File: src/design/spc_defines.svh
// Purpose: Offsets, field positions, reset values and timing counts.
// Assumes: Register data is eight bits wide on a three-bit index.
// Notes: Included by the control block.
`ifndef SPC_DEFINES_SVH
`define SPC_DEFINES_SVH
`define SPC_ADDR_PIN 3'h0
`define SPC_ADDR_ONE 3'h1
`define SPC_ADDR_THREE 3'h2
`define SPC_ADDR_TWO 3'h3
`define SPC_ADDR_TICK 3'h4
`define SPC_ADDR_SRC 3'h5
`define SPC_PIN_POL 5
`define SPC_PIN_EN 4
`define SPC_PIN_FLAG 3
`define SPC_PIN_ACK 2
`define SPC_PIN_IE 1
`define SPC_PIN_MOD 0
`define SPC_ONE_FLAG 7
`define SPC_ONE_ACK 6
`define SPC_ONE_IE 5
`define SPC_ONE_RE 4
`define SPC_ONE_SE 3
`define SPC_ONE_DE 2
`define SPC_THR_WFLAG 7
`define SPC_THR_WACK 6
`define SPC_THR_TRIP 5
`define SPC_THR_WSEL 4
`define SPC_TWO_TRE 7
`define SPC_TICK_FLAG 7
`define SPC_TICK_ACK 6
`define SPC_TICK_CLK 5
`define SPC_TICK_IE 4
`define SPC_SRC_POR 7
`define SPC_SRC_LOW 1
`define SPC_DE_RESET 1'b1
`define SPC_RE_RESET 1'b1
`define SPC_CLK_MHZ 250
`define SPC_FAST_TICK_US 1000
`define SPC_FAST_TICK_CYCLES (`SPC_FAST_TICK_US * `SPC_CLK_MHZ)
`define SPC_SYNC_WIDTH 9
`define SPC_IN_POR 0
`define SPC_IN_TRIPH 1
`define SPC_IN_TRIPL 2
`define SPC_IN_WARNH 3
`define SPC_IN_WARNL 4
`define SPC_IN_TEMP 5
`define SPC_IN_PIN 6
`define SPC_IN_SLOW 7
`define SPC_IN_LFR 8
`endif

File: src/design/spc_pkg.sv
// Purpose: Types shared by the system control block.
// Assumes: Nothing beyond the defines header.
// Notes: Encodings count up from zero in declaration order.
`default_nettype none
package spc_pkg;
  typedef enum logic [2:0] {
    SPC_RUN, SPC_WAIT, SPC_STOP4, SPC_STOP3, SPC_STOP2, SPC_STOP1
  } spc_mode_type;
  typedef enum logic [1:0] {
    SPC_HOLD_NONE, SPC_HOLD_POR, SPC_HOLD_LOW, SPC_HOLD_OTHER
  } spc_hold_type;
endpackage
`default_nettype wire

File: src/design/spc_system_control.sv
// Purpose: Supply detect, warning, clock select, tick timer, pin request.
// Assumes: Comparator, pin and slow oscillator inputs are asynchronous.
// Notes: Stop depth codes 0..3 mean deepest to shallowest stop.
// Operation
// - Detector runs only when enabled; trip select picks high or low threshold.
// - Stop entry disables detector unless stop-enable; both set forces shallowest stop.
// - Power-on holds reset until above low trip, then sets both source flags.
// - With reset-enable, low supply resets and holds until above selected trip.
// - Enabled detector with interrupt enable and without reset-enable sets its flag and raises an interrupt.
// - Warning flag sets below level; acknowledge clears only once supply recovers.
// - Warning level has two choices and never raises an interrupt.
// - Bus clock select codes give fast oscillator 8 to 1 MHz, bus half.
// - Every reset clears both bus clock select bits.
// - Medium and fast oscillators run in run and wait; receiver can add medium.
// - Slow oscillator runs in every mode; software cannot stop it.
// - Tick timer uses slow or fast source; fast source gives no stop ticks.
// - Three-bit period picks 2 to 128 ms; zero stops the timer.
// - Read-only expiry flag, write-one acknowledge, local enable, interrupt or wake.
// - Temperature wake from two deepest stops when enabled; that exit resets.
// - Pin register: top two bits zero, four control, one flag, one acknowledge.
// - Polarity bit picks falling/low or rising/high; rising flips pull to down.
// - Pin enable makes the pin a request input and turns on its pull.
// - Pin flag sets on each qualifying event of chosen polarity and type.
// - Acknowledge one clears flag, reads zero; level mode keeps flag while asserted.
// - With pin interrupt enable, a set flag requests a hardware interrupt.
// - Mode bit chooses edge-only or edge-and-level detection.
`include "spc_defines.svh"
`default_nettype none
module spc_system_control #(
  parameter int FAST_TICK_CYCLES = `SPC_FAST_TICK_CYCLES
) (
  input wire logic clk_in,
  input wire logic reset_n_in,
  input wire logic [2:0] reg_addr_in,
  input wire logic [7:0] reg_wdata_in,
  input wire logic reg_write_in,
  input wire logic reg_read_in,
  output logic [7:0] reg_rdata_out,
  input wire logic supply_below_por_in,
  input wire logic supply_below_trip_high_in,
  input wire logic supply_below_trip_low_in,
  input wire logic supply_below_warn_high_in,
  input wire logic supply_below_warn_low_in,
  input wire logic temp_below_restart_in,
  input wire logic pin_request_in,
  input wire logic slow_oscillator_in,
  input wire logic low_freq_receiver_request_in,
  input wire logic wait_request_in,
  input wire logic stop_request_in,
  input wire logic [1:0] stop_depth_in,
  input wire logic wake_request_in,
  output logic system_reset_out,
  output spc_pkg::spc_mode_type power_mode_out,
  output logic detector_on_out,
  output logic supply_detect_irq_out,
  output logic pin_request_irq_out,
  output logic tick_irq_out,
  output logic pin_pull_up_out,
  output logic pin_pull_down_out,
  output logic [1:0] bus_clock_select_out,
  output logic bus_tick_out,
  output logic fast_oscillator_enable_out,
  output logic medium_oscillator_enable_out,
  output logic slow_oscillator_enable_out
);
  import spc_pkg::*;

  localparam int FTW = $clog2(FAST_TICK_CYCLES + 1);

  logic [`SPC_SYNC_WIDTH-1:0] sync1_q;
  logic [`SPC_SYNC_WIDTH-1:0] sync2_q;
  spc_mode_type mode_q;
  spc_hold_type hold_q;
  logic in_hold;
  logic in_stop;
  logic in_deep;
  logic wr;
  // Pin register fields.
  logic pin_pol_q;
  logic pin_en_q;
  logic pin_flag_q;
  logic pin_ie_q;
  logic pin_mod_q;
  logic pin_prev_q;
  // Supply control fields.
  logic det_en_q;
  logic det_ie_q;
  logic det_re_q;
  logic det_se_q;
  logic det_flag_q;
  logic trip_sel_q;
  logic warn_sel_q;
  logic warn_flag_q;
  logic por_flag_q;
  logic low_flag_q;
  // Options and tick fields.
  logic temp_en_q;
  logic [1:0] bus_sel_q;
  logic tick_clk_q;
  logic tick_ie_q;
  logic [2:0] tick_per_q;
  logic tick_flag_q;
  logic slow_prev_q;
  logic [FTW-1:0] fast_cnt_q;
  logic [6:0] tick_cnt_q;
  logic [3:0] bus_cnt_q;

  // Bit order of this vector follows the input index defines.
  logic [`SPC_SYNC_WIDTH-1:0] sync_raw;
  assign sync_raw = {low_freq_receiver_request_in, slow_oscillator_in, pin_request_in,
                     temp_below_restart_in, supply_below_warn_low_in, supply_below_warn_high_in,
                     supply_below_trip_low_in, supply_below_trip_high_in, supply_below_por_in};

  generate
    for (genvar i = 0; i < `SPC_SYNC_WIDTH; i++) begin : g_sync
      always_ff @(posedge clk_in or negedge reset_n_in) begin
        if (!reset_n_in) begin
          sync1_q[i] <= 1'b0;
          sync2_q[i] <= 1'b0;
        end else begin
          sync1_q[i] <= sync_raw[i];
          sync2_q[i] <= sync1_q[i];
        end
      end
    end
  endgenerate

  assign in_hold = (hold_q != SPC_HOLD_NONE);
  assign in_stop = (mode_q != SPC_RUN) && (mode_q != SPC_WAIT);
  assign in_deep = (mode_q == SPC_STOP1) || (mode_q == SPC_STOP2);
  assign wr = reg_write_in && !in_hold;

  logic det_active;
  logic below_trip;
  logic below_warn;
  assign det_active = det_en_q && !(in_stop && !det_se_q);
  assign below_trip = trip_sel_q ? sync2_q[`SPC_IN_TRIPH] : sync2_q[`SPC_IN_TRIPL];
  assign below_warn = warn_sel_q ? sync2_q[`SPC_IN_WARNH] : sync2_q[`SPC_IN_WARNL];

  logic pin_asserted;
  logic pin_event;
  assign pin_asserted = pin_pol_q ? sync2_q[`SPC_IN_PIN] : !sync2_q[`SPC_IN_PIN];
  assign pin_event = pin_en_q && ((pin_asserted && !pin_prev_q) ||
                                  (pin_mod_q && pin_asserted));

  logic slow_tick;
  logic fast_tick;
  logic tick_src;
  logic tick_expire;
  logic [6:0] tick_last;
  assign slow_tick = sync2_q[`SPC_IN_SLOW] && !slow_prev_q;
  assign fast_tick = (fast_cnt_q == FTW'(FAST_TICK_CYCLES - 1)) && !in_stop;
  assign tick_src = tick_clk_q ? fast_tick : slow_tick;
  // period of 2 to 128 ticks of the selected source
  assign tick_last = 7'((8'h01 << tick_per_q) - 8'h01);
  assign tick_expire = (tick_per_q != 3'h0) && tick_src && (tick_cnt_q == tick_last);

  logic tick_wake;
  logic temp_wake;
  logic deep_exit;
  logic shallow_wake;
  assign tick_wake = tick_flag_q && tick_ie_q;
  assign temp_wake = temp_en_q && in_deep && sync2_q[`SPC_IN_TEMP];
  assign deep_exit = in_deep && (temp_wake || tick_wake || (pin_flag_q && pin_ie_q));
  assign shallow_wake = tick_wake || (pin_flag_q && pin_ie_q) ||
                        (det_flag_q && det_ie_q) || wake_request_in;

  // Reset hold sequencing; power-on outranks everything else.
  always_ff @(posedge clk_in or negedge reset_n_in) begin
    if (!reset_n_in) begin
      hold_q <= SPC_HOLD_POR;
    end else if (sync2_q[`SPC_IN_POR]) begin
      hold_q <= SPC_HOLD_POR;
    end else begin
      unique case (hold_q)
        SPC_HOLD_POR: if (!sync2_q[`SPC_IN_TRIPL]) hold_q <= SPC_HOLD_NONE;
        SPC_HOLD_LOW: if (!below_trip) hold_q <= SPC_HOLD_NONE;
        SPC_HOLD_OTHER: hold_q <= SPC_HOLD_NONE;
        SPC_HOLD_NONE: begin
          if (det_active && det_re_q && below_trip) begin
            hold_q <= SPC_HOLD_LOW;
          end else if (deep_exit) begin
            hold_q <= SPC_HOLD_OTHER;
          end
        end
      endcase
    end
  end

  // Reset source flags are written when the hold ends.
  always_ff @(posedge clk_in or negedge reset_n_in) begin
    if (!reset_n_in) begin
      por_flag_q <= 1'b0;
      low_flag_q <= 1'b0;
    end else if (in_hold && !sync2_q[`SPC_IN_POR]) begin
      if (hold_q == SPC_HOLD_POR && !sync2_q[`SPC_IN_TRIPL]) begin
        por_flag_q <= 1'b1;
        low_flag_q <= 1'b1;
      end else if (hold_q == SPC_HOLD_LOW && !below_trip) begin
        por_flag_q <= 1'b0;
        low_flag_q <= 1'b1;
      end else if (hold_q == SPC_HOLD_OTHER) begin
        por_flag_q <= 1'b0;
        low_flag_q <= 1'b0;
      end
    end
  end

  // Power mode sequencing.
  always_ff @(posedge clk_in or negedge reset_n_in) begin
    if (!reset_n_in) begin
      mode_q <= SPC_RUN;
    end else if (in_hold) begin
      mode_q <= SPC_RUN;
    end else begin
      unique case (mode_q)
        SPC_RUN: begin
          if (stop_request_in) begin
            if (det_se_q && det_en_q) begin
              mode_q <= SPC_STOP4;
            end else begin
              unique case (stop_depth_in)
                2'h0: mode_q <= SPC_STOP1;
                2'h1: mode_q <= SPC_STOP2;
                2'h2: mode_q <= SPC_STOP3;
                2'h3: mode_q <= SPC_STOP4;
              endcase
            end
          end else if (wait_request_in) begin
            mode_q <= SPC_WAIT;
          end
        end
        SPC_WAIT, SPC_STOP3, SPC_STOP4: if (shallow_wake) mode_q <= SPC_RUN;
        SPC_STOP2, SPC_STOP1: if (deep_exit) mode_q <= SPC_RUN;
      endcase
    end
  end

  // Supply control fields; trip select survives low-supply resets so release can use it.
  always_ff @(posedge clk_in or negedge reset_n_in) begin
    if (!reset_n_in) begin
      det_en_q <= `SPC_DE_RESET;
      det_re_q <= `SPC_RE_RESET;
      det_ie_q <= 1'b0;
      det_se_q <= 1'b0;
      warn_sel_q <= 1'b0;
    end else if (in_hold) begin
      det_en_q <= `SPC_DE_RESET;
      det_re_q <= `SPC_RE_RESET;
      det_ie_q <= 1'b0;
      det_se_q <= 1'b0;
      warn_sel_q <= 1'b0;
    end else if (wr && reg_addr_in == `SPC_ADDR_ONE) begin
      det_en_q <= reg_wdata_in[`SPC_ONE_DE];
      det_re_q <= reg_wdata_in[`SPC_ONE_RE];
      det_ie_q <= reg_wdata_in[`SPC_ONE_IE];
      det_se_q <= reg_wdata_in[`SPC_ONE_SE];
    end else if (wr && reg_addr_in == `SPC_ADDR_THREE) begin
      warn_sel_q <= reg_wdata_in[`SPC_THR_WSEL];
    end
  end

  always_ff @(posedge clk_in or negedge reset_n_in) begin
    if (!reset_n_in) begin
      trip_sel_q <= 1'b0;
    end else if (hold_q == SPC_HOLD_POR) begin
      trip_sel_q <= 1'b0;
    end else if (wr && reg_addr_in == `SPC_ADDR_THREE) begin
      trip_sel_q <= reg_wdata_in[`SPC_THR_TRIP];
    end
  end

  // detect flag, set wins over acknowledge
  always_ff @(posedge clk_in or negedge reset_n_in) begin
    if (!reset_n_in) begin
      det_flag_q <= 1'b0;
    end else if (det_active && det_ie_q && !det_re_q && below_trip) begin
      det_flag_q <= 1'b1;
    end else if (in_hold || (wr && reg_addr_in == `SPC_ADDR_ONE &&
                             reg_wdata_in[`SPC_ONE_ACK])) begin
      det_flag_q <= 1'b0;
    end
  end

  // warning flag clears only once supply recovers
  always_ff @(posedge clk_in or negedge reset_n_in) begin
    if (!reset_n_in) begin
      warn_flag_q <= 1'b0;
    end else if (below_warn) begin
      warn_flag_q <= 1'b1;
    end else if (wr && reg_addr_in == `SPC_ADDR_THREE && reg_wdata_in[`SPC_THR_WACK]) begin
      warn_flag_q <= 1'b0;
    end
  end

  // Options: clears the clock select on every reset.
  always_ff @(posedge clk_in or negedge reset_n_in) begin
    if (!reset_n_in) begin
      bus_sel_q <= 2'h0;
      temp_en_q <= 1'b0;
    end else if (in_hold) begin
      bus_sel_q <= 2'h0;
      temp_en_q <= 1'b0;
    end else if (wr && reg_addr_in == `SPC_ADDR_TWO) begin
      bus_sel_q <= reg_wdata_in[1:0];
      temp_en_q <= reg_wdata_in[`SPC_TWO_TRE];
    end
  end

  // bus tick every 2, 4, 8 or 16 fast oscillator periods at full rate
  always_ff @(posedge clk_in or negedge reset_n_in) begin
    if (!reset_n_in) begin
      bus_cnt_q <= 4'h0;
      bus_tick_out <= 1'b0;
    end else if (bus_cnt_q >= 4'((5'h02 << bus_sel_q) - 5'h01)) begin
      bus_cnt_q <= 4'h0;
      bus_tick_out <= 1'b1;
    end else begin
      bus_cnt_q <= bus_cnt_q + 4'h1;
      bus_tick_out <= 1'b0;
    end
  end

  // Pin register fields.
  always_ff @(posedge clk_in or negedge reset_n_in) begin
    if (!reset_n_in) begin
      pin_pol_q <= 1'b0;
      pin_en_q <= 1'b0;
      pin_ie_q <= 1'b0;
      pin_mod_q <= 1'b0;
    end else if (in_hold) begin
      pin_pol_q <= 1'b0;
      pin_en_q <= 1'b0;
      pin_ie_q <= 1'b0;
      pin_mod_q <= 1'b0;
    end else if (wr && reg_addr_in == `SPC_ADDR_PIN) begin
      pin_pol_q <= reg_wdata_in[`SPC_PIN_POL];
      pin_en_q <= reg_wdata_in[`SPC_PIN_EN];
      pin_ie_q <= reg_wdata_in[`SPC_PIN_IE];
      pin_mod_q <= reg_wdata_in[`SPC_PIN_MOD];
    end
  end

  // A fresh enable would otherwise see a stale level as an edge.
  always_ff @(posedge clk_in or negedge reset_n_in) begin
    if (!reset_n_in) begin
      pin_prev_q <= 1'b1;
    end else begin
      pin_prev_q <= pin_asserted || !pin_en_q;
    end
  end

  // acknowledge loses to an asserted level in level mode
  always_ff @(posedge clk_in or negedge reset_n_in) begin
    if (!reset_n_in) begin
      pin_flag_q <= 1'b0;
    end else if (pin_event && !in_hold) begin
      pin_flag_q <= 1'b1;
    end else if (in_hold || (wr && reg_addr_in == `SPC_ADDR_PIN &&
                             reg_wdata_in[`SPC_PIN_ACK])) begin
      pin_flag_q <= 1'b0;
    end
  end

  // Tick timer control fields.
  always_ff @(posedge clk_in or negedge reset_n_in) begin
    if (!reset_n_in) begin
      tick_clk_q <= 1'b0;
      tick_ie_q <= 1'b0;
      tick_per_q <= 3'h0;
    end else if (in_hold) begin
      tick_clk_q <= 1'b0;
      tick_ie_q <= 1'b0;
      tick_per_q <= 3'h0;
    end else if (wr && reg_addr_in == `SPC_ADDR_TICK) begin
      tick_clk_q <= reg_wdata_in[`SPC_TICK_CLK];
      tick_ie_q <= reg_wdata_in[`SPC_TICK_IE];
      tick_per_q <= reg_wdata_in[2:0];
    end
  end

  // fast source prescaler held in stop
  always_ff @(posedge clk_in or negedge reset_n_in) begin
    if (!reset_n_in) begin
      fast_cnt_q <= '0;
      slow_prev_q <= 1'b0;
    end else begin
      slow_prev_q <= sync2_q[`SPC_IN_SLOW];
      if (in_stop || fast_cnt_q == FTW'(FAST_TICK_CYCLES - 1)) begin
        fast_cnt_q <= '0;
      end else begin
        fast_cnt_q <= fast_cnt_q + FTW'(1);
      end
    end
  end

  // period counter, idle at code zero
  always_ff @(posedge clk_in or negedge reset_n_in) begin
    if (!reset_n_in) begin
      tick_cnt_q <= 7'h00;
    end else if (in_hold || tick_per_q == 3'h0 || tick_expire) begin
      tick_cnt_q <= 7'h00;
    end else if (tick_src) begin
      tick_cnt_q <= tick_cnt_q + 7'h01;
    end
  end

  // expiry flag, set wins over acknowledge
  always_ff @(posedge clk_in or negedge reset_n_in) begin
    if (!reset_n_in) begin
      tick_flag_q <= 1'b0;
    end else if (tick_expire && !in_hold) begin
      tick_flag_q <= 1'b1;
    end else if (in_hold || (wr && reg_addr_in == `SPC_ADDR_TICK &&
                             reg_wdata_in[`SPC_TICK_ACK])) begin
      tick_flag_q <= 1'b0;
    end
  end

  // Registered outputs.
  always_ff @(posedge clk_in or negedge reset_n_in) begin
    if (!reset_n_in) begin
      system_reset_out <= 1'b1;
      power_mode_out <= SPC_RUN;
      detector_on_out <= 1'b0;
      supply_detect_irq_out <= 1'b0;
      pin_request_irq_out <= 1'b0;
      tick_irq_out <= 1'b0;
      pin_pull_up_out <= 1'b0;
      pin_pull_down_out <= 1'b0;
      bus_clock_select_out <= 2'h0;
      fast_oscillator_enable_out <= 1'b1;
      medium_oscillator_enable_out <= 1'b1;
      slow_oscillator_enable_out <= 1'b1;
    end else begin
      system_reset_out <= in_hold;
      power_mode_out <= mode_q;
      detector_on_out <= det_active;
      supply_detect_irq_out <= det_flag_q && det_ie_q;
      pin_request_irq_out <= pin_flag_q && pin_ie_q;
      tick_irq_out <= tick_flag_q && tick_ie_q;
      pin_pull_up_out <= pin_en_q && !pin_pol_q;
      pin_pull_down_out <= pin_en_q && pin_pol_q;
      bus_clock_select_out <= bus_sel_q;
      fast_oscillator_enable_out <= !in_stop;
      medium_oscillator_enable_out <= !in_stop || sync2_q[`SPC_IN_LFR];
      slow_oscillator_enable_out <= 1'b1;
    end
  end

  always_ff @(posedge clk_in or negedge reset_n_in) begin
    if (!reset_n_in) begin
      reg_rdata_out <= 8'h00;
    end else if (!reg_read_in) begin
      reg_rdata_out <= 8'h00;
    end else begin
      unique case (reg_addr_in)
        `SPC_ADDR_PIN: reg_rdata_out <= {2'h0, pin_pol_q, pin_en_q, pin_flag_q, 1'b0,
                                         pin_ie_q, pin_mod_q};
        `SPC_ADDR_ONE: reg_rdata_out <= {det_flag_q, 1'b0, det_ie_q, det_re_q, det_se_q,
                                         det_en_q, 2'h0};
        `SPC_ADDR_THREE: reg_rdata_out <= {warn_flag_q, 1'b0, trip_sel_q, warn_sel_q, 4'h0};
        `SPC_ADDR_TWO: reg_rdata_out <= {temp_en_q, 5'h00, bus_sel_q};
        `SPC_ADDR_TICK: reg_rdata_out <= {tick_flag_q, 1'b0, tick_clk_q, tick_ie_q, 1'b0,
                                          tick_per_q};
        `SPC_ADDR_SRC: reg_rdata_out <= {por_flag_q, 5'h00, low_flag_q, 1'b0};
        default: reg_rdata_out <= 8'h00;
      endcase
    end
  end
endmodule
`default_nettype wire
File: config.mk
export PLATFORM = sky130hd
export DESIGN_NAME = spc_system_control
export DESIGN_NICKNAME = d
export VERILOG_FILES = /design/src/design/spc_pkg.sv /design/src/design/spc_system_control.sv
export VERILOG_INCLUDE_DIRS = /design/src /design/src/design
export SDC_FILE = /design/constraint.sdc
export NUM_CORES = 1
export LEC_CHECK = 0
export CORE_MARGIN = 2
export CORE_UTILIZATION = 44
export DETAILED_ROUTE_END_ITERATION = 16
export DONT_BUFFER_PORTS = 1
export SYNTH_ARGS = -nofsm -noshare
export SYNTH_HDL_FRONTEND = slang
export SYNTH_SLANG_ARGS = --single-unit
File: constraint.sdc
create_clock -name clk_in -period 6.71 [get_ports clk_in]
set_input_delay 0.671 -clock clk_in [delete_from_list [all_inputs] [get_ports clk_in]]
set_output_delay 0.671 -clock clk_in [all_outputs]
set_load 0.01 [all_outputs]
==> flow_summary.toml, run 1 <==
[critical_path]
path_delay_family = "simple AND/OR/NAND/NOR gates"
start_kind = "register"
path_max_fanout = 12
cp.required_ns = 6.96
crit_type = "reg -> reg"
r2r_end = "tick_cnt_q[3]"
path_buf_inv = 0
r2r-start = "tick_per_q[2]"
critPathSlowestCell = "dfrtp_1"
r2r_slack_ns = 4.16
r2r_cells = 8
path_cells = "nor2_1 > nand2_1 > ha_1 > or3_1 > a21oi_1 > o2111ai_2 > nor4_4 > nor3_1"
cp.arrival_ns = 2.80
end_kind = "register"
max_stage_delay_ns = 0.52

[route]
postRouteAntennaNets = 0
drc_errors = 0
wl_per_cell_um = 16.46
route.vias.total = 3112
dr.pass1.iters = 4
routed_wl_mm = 9.498
vias_per_cell = 5.393
drt_iter0_drc = 156

[synth]
synthAdderAreaFrac_pct = 1.927
synth_mux_area_share_pct = 3.991
synth_simple_gate_area_share_pct = 20.15
ys_types = 59
synth_flop_cell = "dfrtp_1"
synth_xor_area_share_pct = 4.432
syn_inst = 439
netlist_area_um2 = 4546
synth.most_common_cell = "dfrtp_1"
syn_area_per_cell_um2 = 10.35
synth_top_family_by_area = "simple AND/OR/NAND/NOR gates"
yosysWarnings = 0
ys_seq_area_share_pct = 55.24
yosys-top-cells-count = "dfrtp_1 (93), nor2_1 (54), nand2_1 (41)"
synth_top_area_share_pct = 51.20
synth_compound_area_share_pct = 10.57
syn_nets = 475
synth-seq-cells = 100
yosys.area.top_type = "dfrtp_1"
synth_edf_count = 0
synth_area_leaders = "dfrtp_1 (51%), nor2_1 (4.5%), dfstp_2 (4.0%)"
synthArstFlopShare_pct = 100.0

[place]
gp_congestion = 0.7940
dp.cells = 560
dpl_cell_area_um2 = 4642
post-dp-hpwl_mm = 6.579
port_buffers = 0

[flow_run]
drv_cap = 0

[clock_tree]
post-cts-setup-buffers = 0
clockRootBuffer = "clkbuf_8"
htree_levels = 3
cts.sinks = 100
clk_pin_slew_ns = 0.11
cts_buffers = 9
cts_tree = "built"
cts_buffer_depth = 2
cts-resized-gates = 0
insertion_delay_ns = 0.38

[power_and_ir_drop]
switchingPower_mw = 0.3457
power.density_nw_per_um2 = 245.0
total_leakage_power_nw = 2.131
vdd_drop_max_uv = 129.0
seqPwrFrac_pct = 57.8
power_frac_comb_pct = 11.7
power.share.clock_pct = 30.6
p_int_mw = 0.8437
switching_share_pct = 29.07

[floorplanning]
die_area_um2 = 11160
io_pins = 53
core_region_area_um2 = 10180
die_width_um = 105.6
fp.dieH_um = 105.6
rows = 37
start_util_pct = 44.63

[cells_and_area]
nNetsFinal = 472
syn_to_final_growth_pct = 6.799
drive_above_1_share_pct = 8.163
final_area_um2 = 4855
multiInputGateArea_um2 = 1874
n_fill_cell = 967
register_area_um2 = 2511
antenna_cells = 0
utilization_pct = 47.67
stdcell_count = 577

[sta]
setup_viol = 0
tightest_slew_ns = 0.9960
timing.fmax_ghz = 0.3920
fin_setup_tns_ns = 0
hold_slack_ns = 0.1214
fin_crit_ns = 2.551
finalHoldViolations = 0
slew_viol_final = 0
slew_headroom_pct = 33.09
fin_skew_ns = 0.01123
fin_crit_sh_pct = 38.01
rsz0062_at_grt = "no"

[global_route]
antenna_found_initial = 0
grt_pass1_wl_mm = 15.84
first_global_vias = 3095
grt_overflow = 0
grt_max_degree = 94
grtUsageTotal_pct = 18.32

[outcome]
status = "completed"

[min_path]
hp-class = "in -> async"
[power by group through the flow]
stage	combinational (mW)	sequential [mW]	clock [mW]
after floorplan	0.109	0.688	0
after global placement	0.125	0.697	0
after detailed placement	0.128	0.699	0
after CTS	0.142	0.687	0.381
after global routing	0.160	0.693	0.405
final	0.139	0.687	0.363
[area by class of cell]
class / instances / area share [%]
clock buffers: 9 / 2.552
clock inverters: 7 / 1.263
inverters: 21 / 1.624
multi-input cells: 302 / 38.61
flip-flops and latches: 100 / 51.73
well taps: 136 / 3.505
repair buffers: 2 / 0.7216
[how the worst max path moves through the flow]
| stage | startpoint | to | slack [ns] | cells past startpoint |
|---|---|---|---|---|
| 5_1_grt | tick_per_q[1] | tick_cnt_q[3] | 3.88 | 8 |
| 6_report | tick_per_q[2] | tick_cnt_q[3] | 4.16 | 8 |
| 2_1_floorplan | tick_per_q[1] | tick_flag_q | 4.44 | 10 |
| 3_3_place_gp | hold_q[1] | tick_flag_q | 4.28 | 6 |
| 4_1_cts | tick_per_q[1] | tick_cnt_q[3] | 4.18 | 8 |
| 3_5_place_dp | tick_per_q[1] | tick_cnt_q[3] | 4.20 | 8 |
[per-layer routing]
metal,part of all wire (%),up-vias,GRT usage [%]
li1,-,1497,-
met5,0,-,0
met1,45,1526,23.68
met4,2.3,0,7.143
met2,47,72,28.71
met3,5.5,17,5.875
[registers in the layout, indices dropped and copies added, names as in the netlist, 2 cells and up]
register              cells
bus_sel_q                 2
bus_clock_select_out      2
hold_q                    2
tick_per_q                3
mode_q                    3
reg_rdata_out             7
sync1_q                   9
power_mode_out            3
tick_cnt_q                7
bus_cnt_q                 4
sync2_q                   9
fast_cnt_q               18
[metrics by stage]
step,worst slack (ns),total power [mW]
finish,4.159,1.189
floorplan,4.438,0.7968
detailed placement,4.202,0.8274
global placement,4.283,0.8222
CTS,4.182,1.211
global route,3.882,1.258
[repair_timing]
action / 4_1_cts / 5_1_grt
endpoints found under the setup margin: 0 / 0
hold endpoints to repair: 93 / 0
hold buffers: 1 / 0
[cells by family after synthesis]
| logic type | count (synthesis) |
|---|---|
| simple gates | 178 |
| compound gates | 74 |
| xor+xnor | 23 |
| mux | 18 |
| buf+inv | 37 |
| flops | 100 |
| fa+ha+maj | 7 |
| other cells | 2 |
[cell usage in the layout (no fill, tap or decap), drive strengths merged, types with 9 or more instances in the layout]
cell type and n:
o21ai 22, xor2 13, nand3 17, clkbuf 9
and2 11, nor3 11, a21oi 18, nand2 41
inv 23, nor2 54, dfrtp 93, xnor2 10
mux2i 17
[worst register-to-register path, stage by stage (launching register included)]
cell	delay [ns]
dfrtp_1	0.52
nor2_1	0.22
nand2_1	0.09
ha_1	0.32
or3_1	0.35
a21oi_1	0.20
o2111ai_2	0.19
nor4_4	0.42
nor3_1	0.11
Power figures use the tool's default switching activity.
==> run 2: changes to the inputs <==
--- a/config.mk
+++ b/config.mk
@@ -6,6 +6,7 @@
 export SDC_FILE = /design/constraint.sdc
 export NUM_CORES = 1
 export LEC_CHECK = 0
+export ABC_AREA = 1
 export CORE_MARGIN = 2
 export CORE_UTILIZATION = 44
 export DETAILED_ROUTE_END_ITERATION = 16
==> constraint.sdc (replaced) <==
create_clock -name clk_in -period 2.45 [get_ports clk_in]
set_input_delay 0.245 -clock clk_in [delete_from_list [all_inputs] [get_ports clk_in]]
set_output_delay 0.245 -clock clk_in [all_outputs]
set_load 0.01 [all_outputs]
==> flow_summary.toml, run 2 <==
[critical_path]
path_cells = "nor2_1 > nand2_1 > ha_1 > inv_1 > nand2_1 > nand2_1 > nand2_1 > nand2_1 > nand3_1 > nor2_1 > nand3_1 > nand2_1 > nor2_1"
crit_type = "reg -> reg"
critPathSlowestCell = "dfrtp_1"
max_stage_delay_ns = 0.47
path_buf_inv = 1
cp.arrival_ns = 2.27
crit_top_cell = "nand2_1"
cp.required_ns = 2.72
path_max_fanout = 9
end_kind = "register"
start_kind = "register"
path_delay_family = "simple AND/OR/NAND/NOR gates"

[floorplanning]
rows = 37
core_region_area_um2 = 10180
fp.dieH_um = 105.8
die_width_um = 105.8
start_util_pct = 44.77
die_area_um2 = 11190
io_pins = 53

[synth]
ys_types = 39
synthArstFlopShare_pct = 100.0
yosysWarnings = 0
syn_nets = 557
synth_flop_cell = "dfrtp_1"
synth_compound_area_share_pct = 7.629
synth_xor_area_share_pct = 2.881
yosys.area.top_type = "dfrtp_1"
synth-seq-cells = 100
synth_area_leaders = "dfrtp_1 (51%), nand2_1 (9.0%), inv_1 (6.2%)"
synth_top_family_by_area = "simple AND/OR/NAND/NOR gates"
synth_top_area_share_pct = 51.04
synth_simple_gate_area_share_pct = 24.78
synth_mux_area_share_pct = 0
synth_edf_count = 0
ys_seq_area_share_pct = 55.08
syn_inst = 521
synth.most_common_cell = "nand2_1"
synthAdderAreaFrac_pct = 1.921
syn_area_per_cell_um2 = 8.751
yosys-top-cells-count = "nand2_1 (109), dfrtp_1 (93), inv_1 (75)"
netlist_area_um2 = 4559

[clock_tree]
clk_pin_slew_ns = 0.09
cts.sinks = 100
cts-hold-fix-buffers = 12
cts-resized-gates = 0
insertion_delay_ns = 0.37
clockRootBuffer = "clkbuf_8"
cts_buffers = 9
cts_tree = "built"
htree_levels = 3
post-cts-setup-buffers = 0
cts_buffer_depth = 2

[sta]
rsz0062_at_grt = "no"
tightest_slew_ns = 0.6051
finalHoldViolations = 100
setup_viol = 0
hold_slack_ns = -0.4428
slew_headroom_pct = 59.56
fin_crit_ns = 2.001
fin_skew_ns = 0.006886
timing.fmax_ghz = 0.4997
fin_setup_tns_ns = 0
fin_crit_sh_pct = 81.69
slew_viol_final = 0

[cells_and_area]
multiInputGateArea_um2 = 1704
largest_reg_flops = 18
antenna_cells = 0
final_common_cell = "nand2_1"
n_fill_cell = 985
drive_above_1_share_pct = 7.551
reg_top3 = "fast_cnt_q: 18 flops, sync1_q: 9 flops, sync2_q: 9 flops"
register_area_um2 = 2511
final_cell_mix = "nand2_1 (109), dfrtp_1 (93), inv_1 (75)"
nNetsFinal = 574
largest-register = "fast_cnt_q"
syn_to_final_growth_pct = 10.68

[global_route]
first_global_vias = 3482
grt_pass1_wl_mm = 16.59
grt_max_degree = 101
antenna_found_initial = 0
grtUsageTotal_pct = 18.98
grt_overflow = 0

[power_and_ir_drop]
power.density_nw_per_um2 = 702.7
seqPwrFrac_pct = 54.1
switching_share_pct = 26.17
p_total_mw = 3.546
power_frac_comb_pct = 11.8
total_leakage_power_nw = 2.427
power.share.clock_pct = 34.1
vdd_drop_max_uv = 403.5
p_int_mw = 2.618
switchingPower_mw = 0.9280

[flow_run]
drv_cap = 0

[route]
routed_wl_mm = 9.559
wl_per_cell_um = 14.08
postRouteAntennaNets = 0
dr.pass1.iters = 5
drt_iter0_drc = 193
route.vias.total = 3496
vias_per_cell = 5.149
drc_errors = 0

[outcome]
violations = "negative hold slack"
status = "finished, violations left"

[place]
port_buffers = 0
gp_congestion = 0.9248
post-dp-hpwl_mm = 6.956

[min_path]
hp-class = "in -> async"
-- run 2: power by group through the flow --
stage	clock network (mW)	logic, mW	registers, mW
2_1_floorplan	0	0.339	1.92
3_3_place_gp	0	0.398	1.95
3_5_place_dp	0	0.405	1.95
4_1_cts	1.25	0.423	1.92
5_1_grt	1.31	0.494	1.94
6_report	1.21	0.418	1.92
-- run 2: final cells by class --
cell class / instances / area share [%]
Tap cell: 136 / 3.372
Clock inverter: 3 / 1.339
Inverter: 79 / 5.877
Timing Repair Buffer: 13 / 2.529
Sequential cell: 100 / 49.76
Multi-Input combinational cell: 335 / 33.77
Clock buffer: 13 / 3.347
-- run 2: worst paths after layout --
check / slack (ns) / to / cells after the start / startpoint
setup / recovery: 0.45 / tick_cnt_q[0] / 13 / tick_per_q[2]
hold reg to reg: 0.35 / sync2_q[0] / 0 / sync1_q[0]
setup reg to reg: 0.45 / tick_cnt_q[0] / 13 / tick_per_q[2]
min in group clk_in: 0.03 / det_en_q / 2 / reg_wdata_in[2]
max in group asynchronous: 2.68 / det_re_q / 0 / reset_n_in
hold / removal: -0.44 / bus_clock_select_out[1] / 0 / reset_n_in
-- run 2: stage by stage --
stage          instance area (µm²)  worst slack (ns)  hold WS, ns  instances  utilization, %
2_1_floorplan                 4559            0.6597     -0.05059        521               -
4_1_cts                       5046            0.4706      -0.4670        679           49.55
6_report                      5046            0.4486      -0.4428        679           49.55
5_1_grt                       5046           0.06806      -0.4735        679           49.55
3_3_place_gp                  4690            0.5383     -0.04869        651           46.04
3_5_place_dp                  4690            0.4816     -0.04833        651           46.04
-- run 2: cell families after synthesis --
group                      Yosys count
and+or+nand+nor                    252
DFF                                100
buffers and inverters               86
AOI/OAI and AO/OA                   59
xor gates and xnor gates            15
adders and majority gates            7
other                                2
-- run 2: metal layers --
layer,track usage (%),share of wire [%]
met1,24.86,45
met2,29.17,45
met3,6.122,6.5
met4,7.801,2.6
met5,0,0
-- run 2: worst register-to-register path: stages (launching register included) --
cell and delay, ns:
dfrtp_1 0.47, nor2_1 0.16, nand2_1 0.12, ha_1 0.29
inv_1 0.11, nand2_1 0.07, nand2_1 0.07, nand2_1 0.05
nand2_1 0.08, nand3_1 0.07, nor2_1 0.10, nand3_1 0.11
nand2_1 0.15, nor2_1 0.05
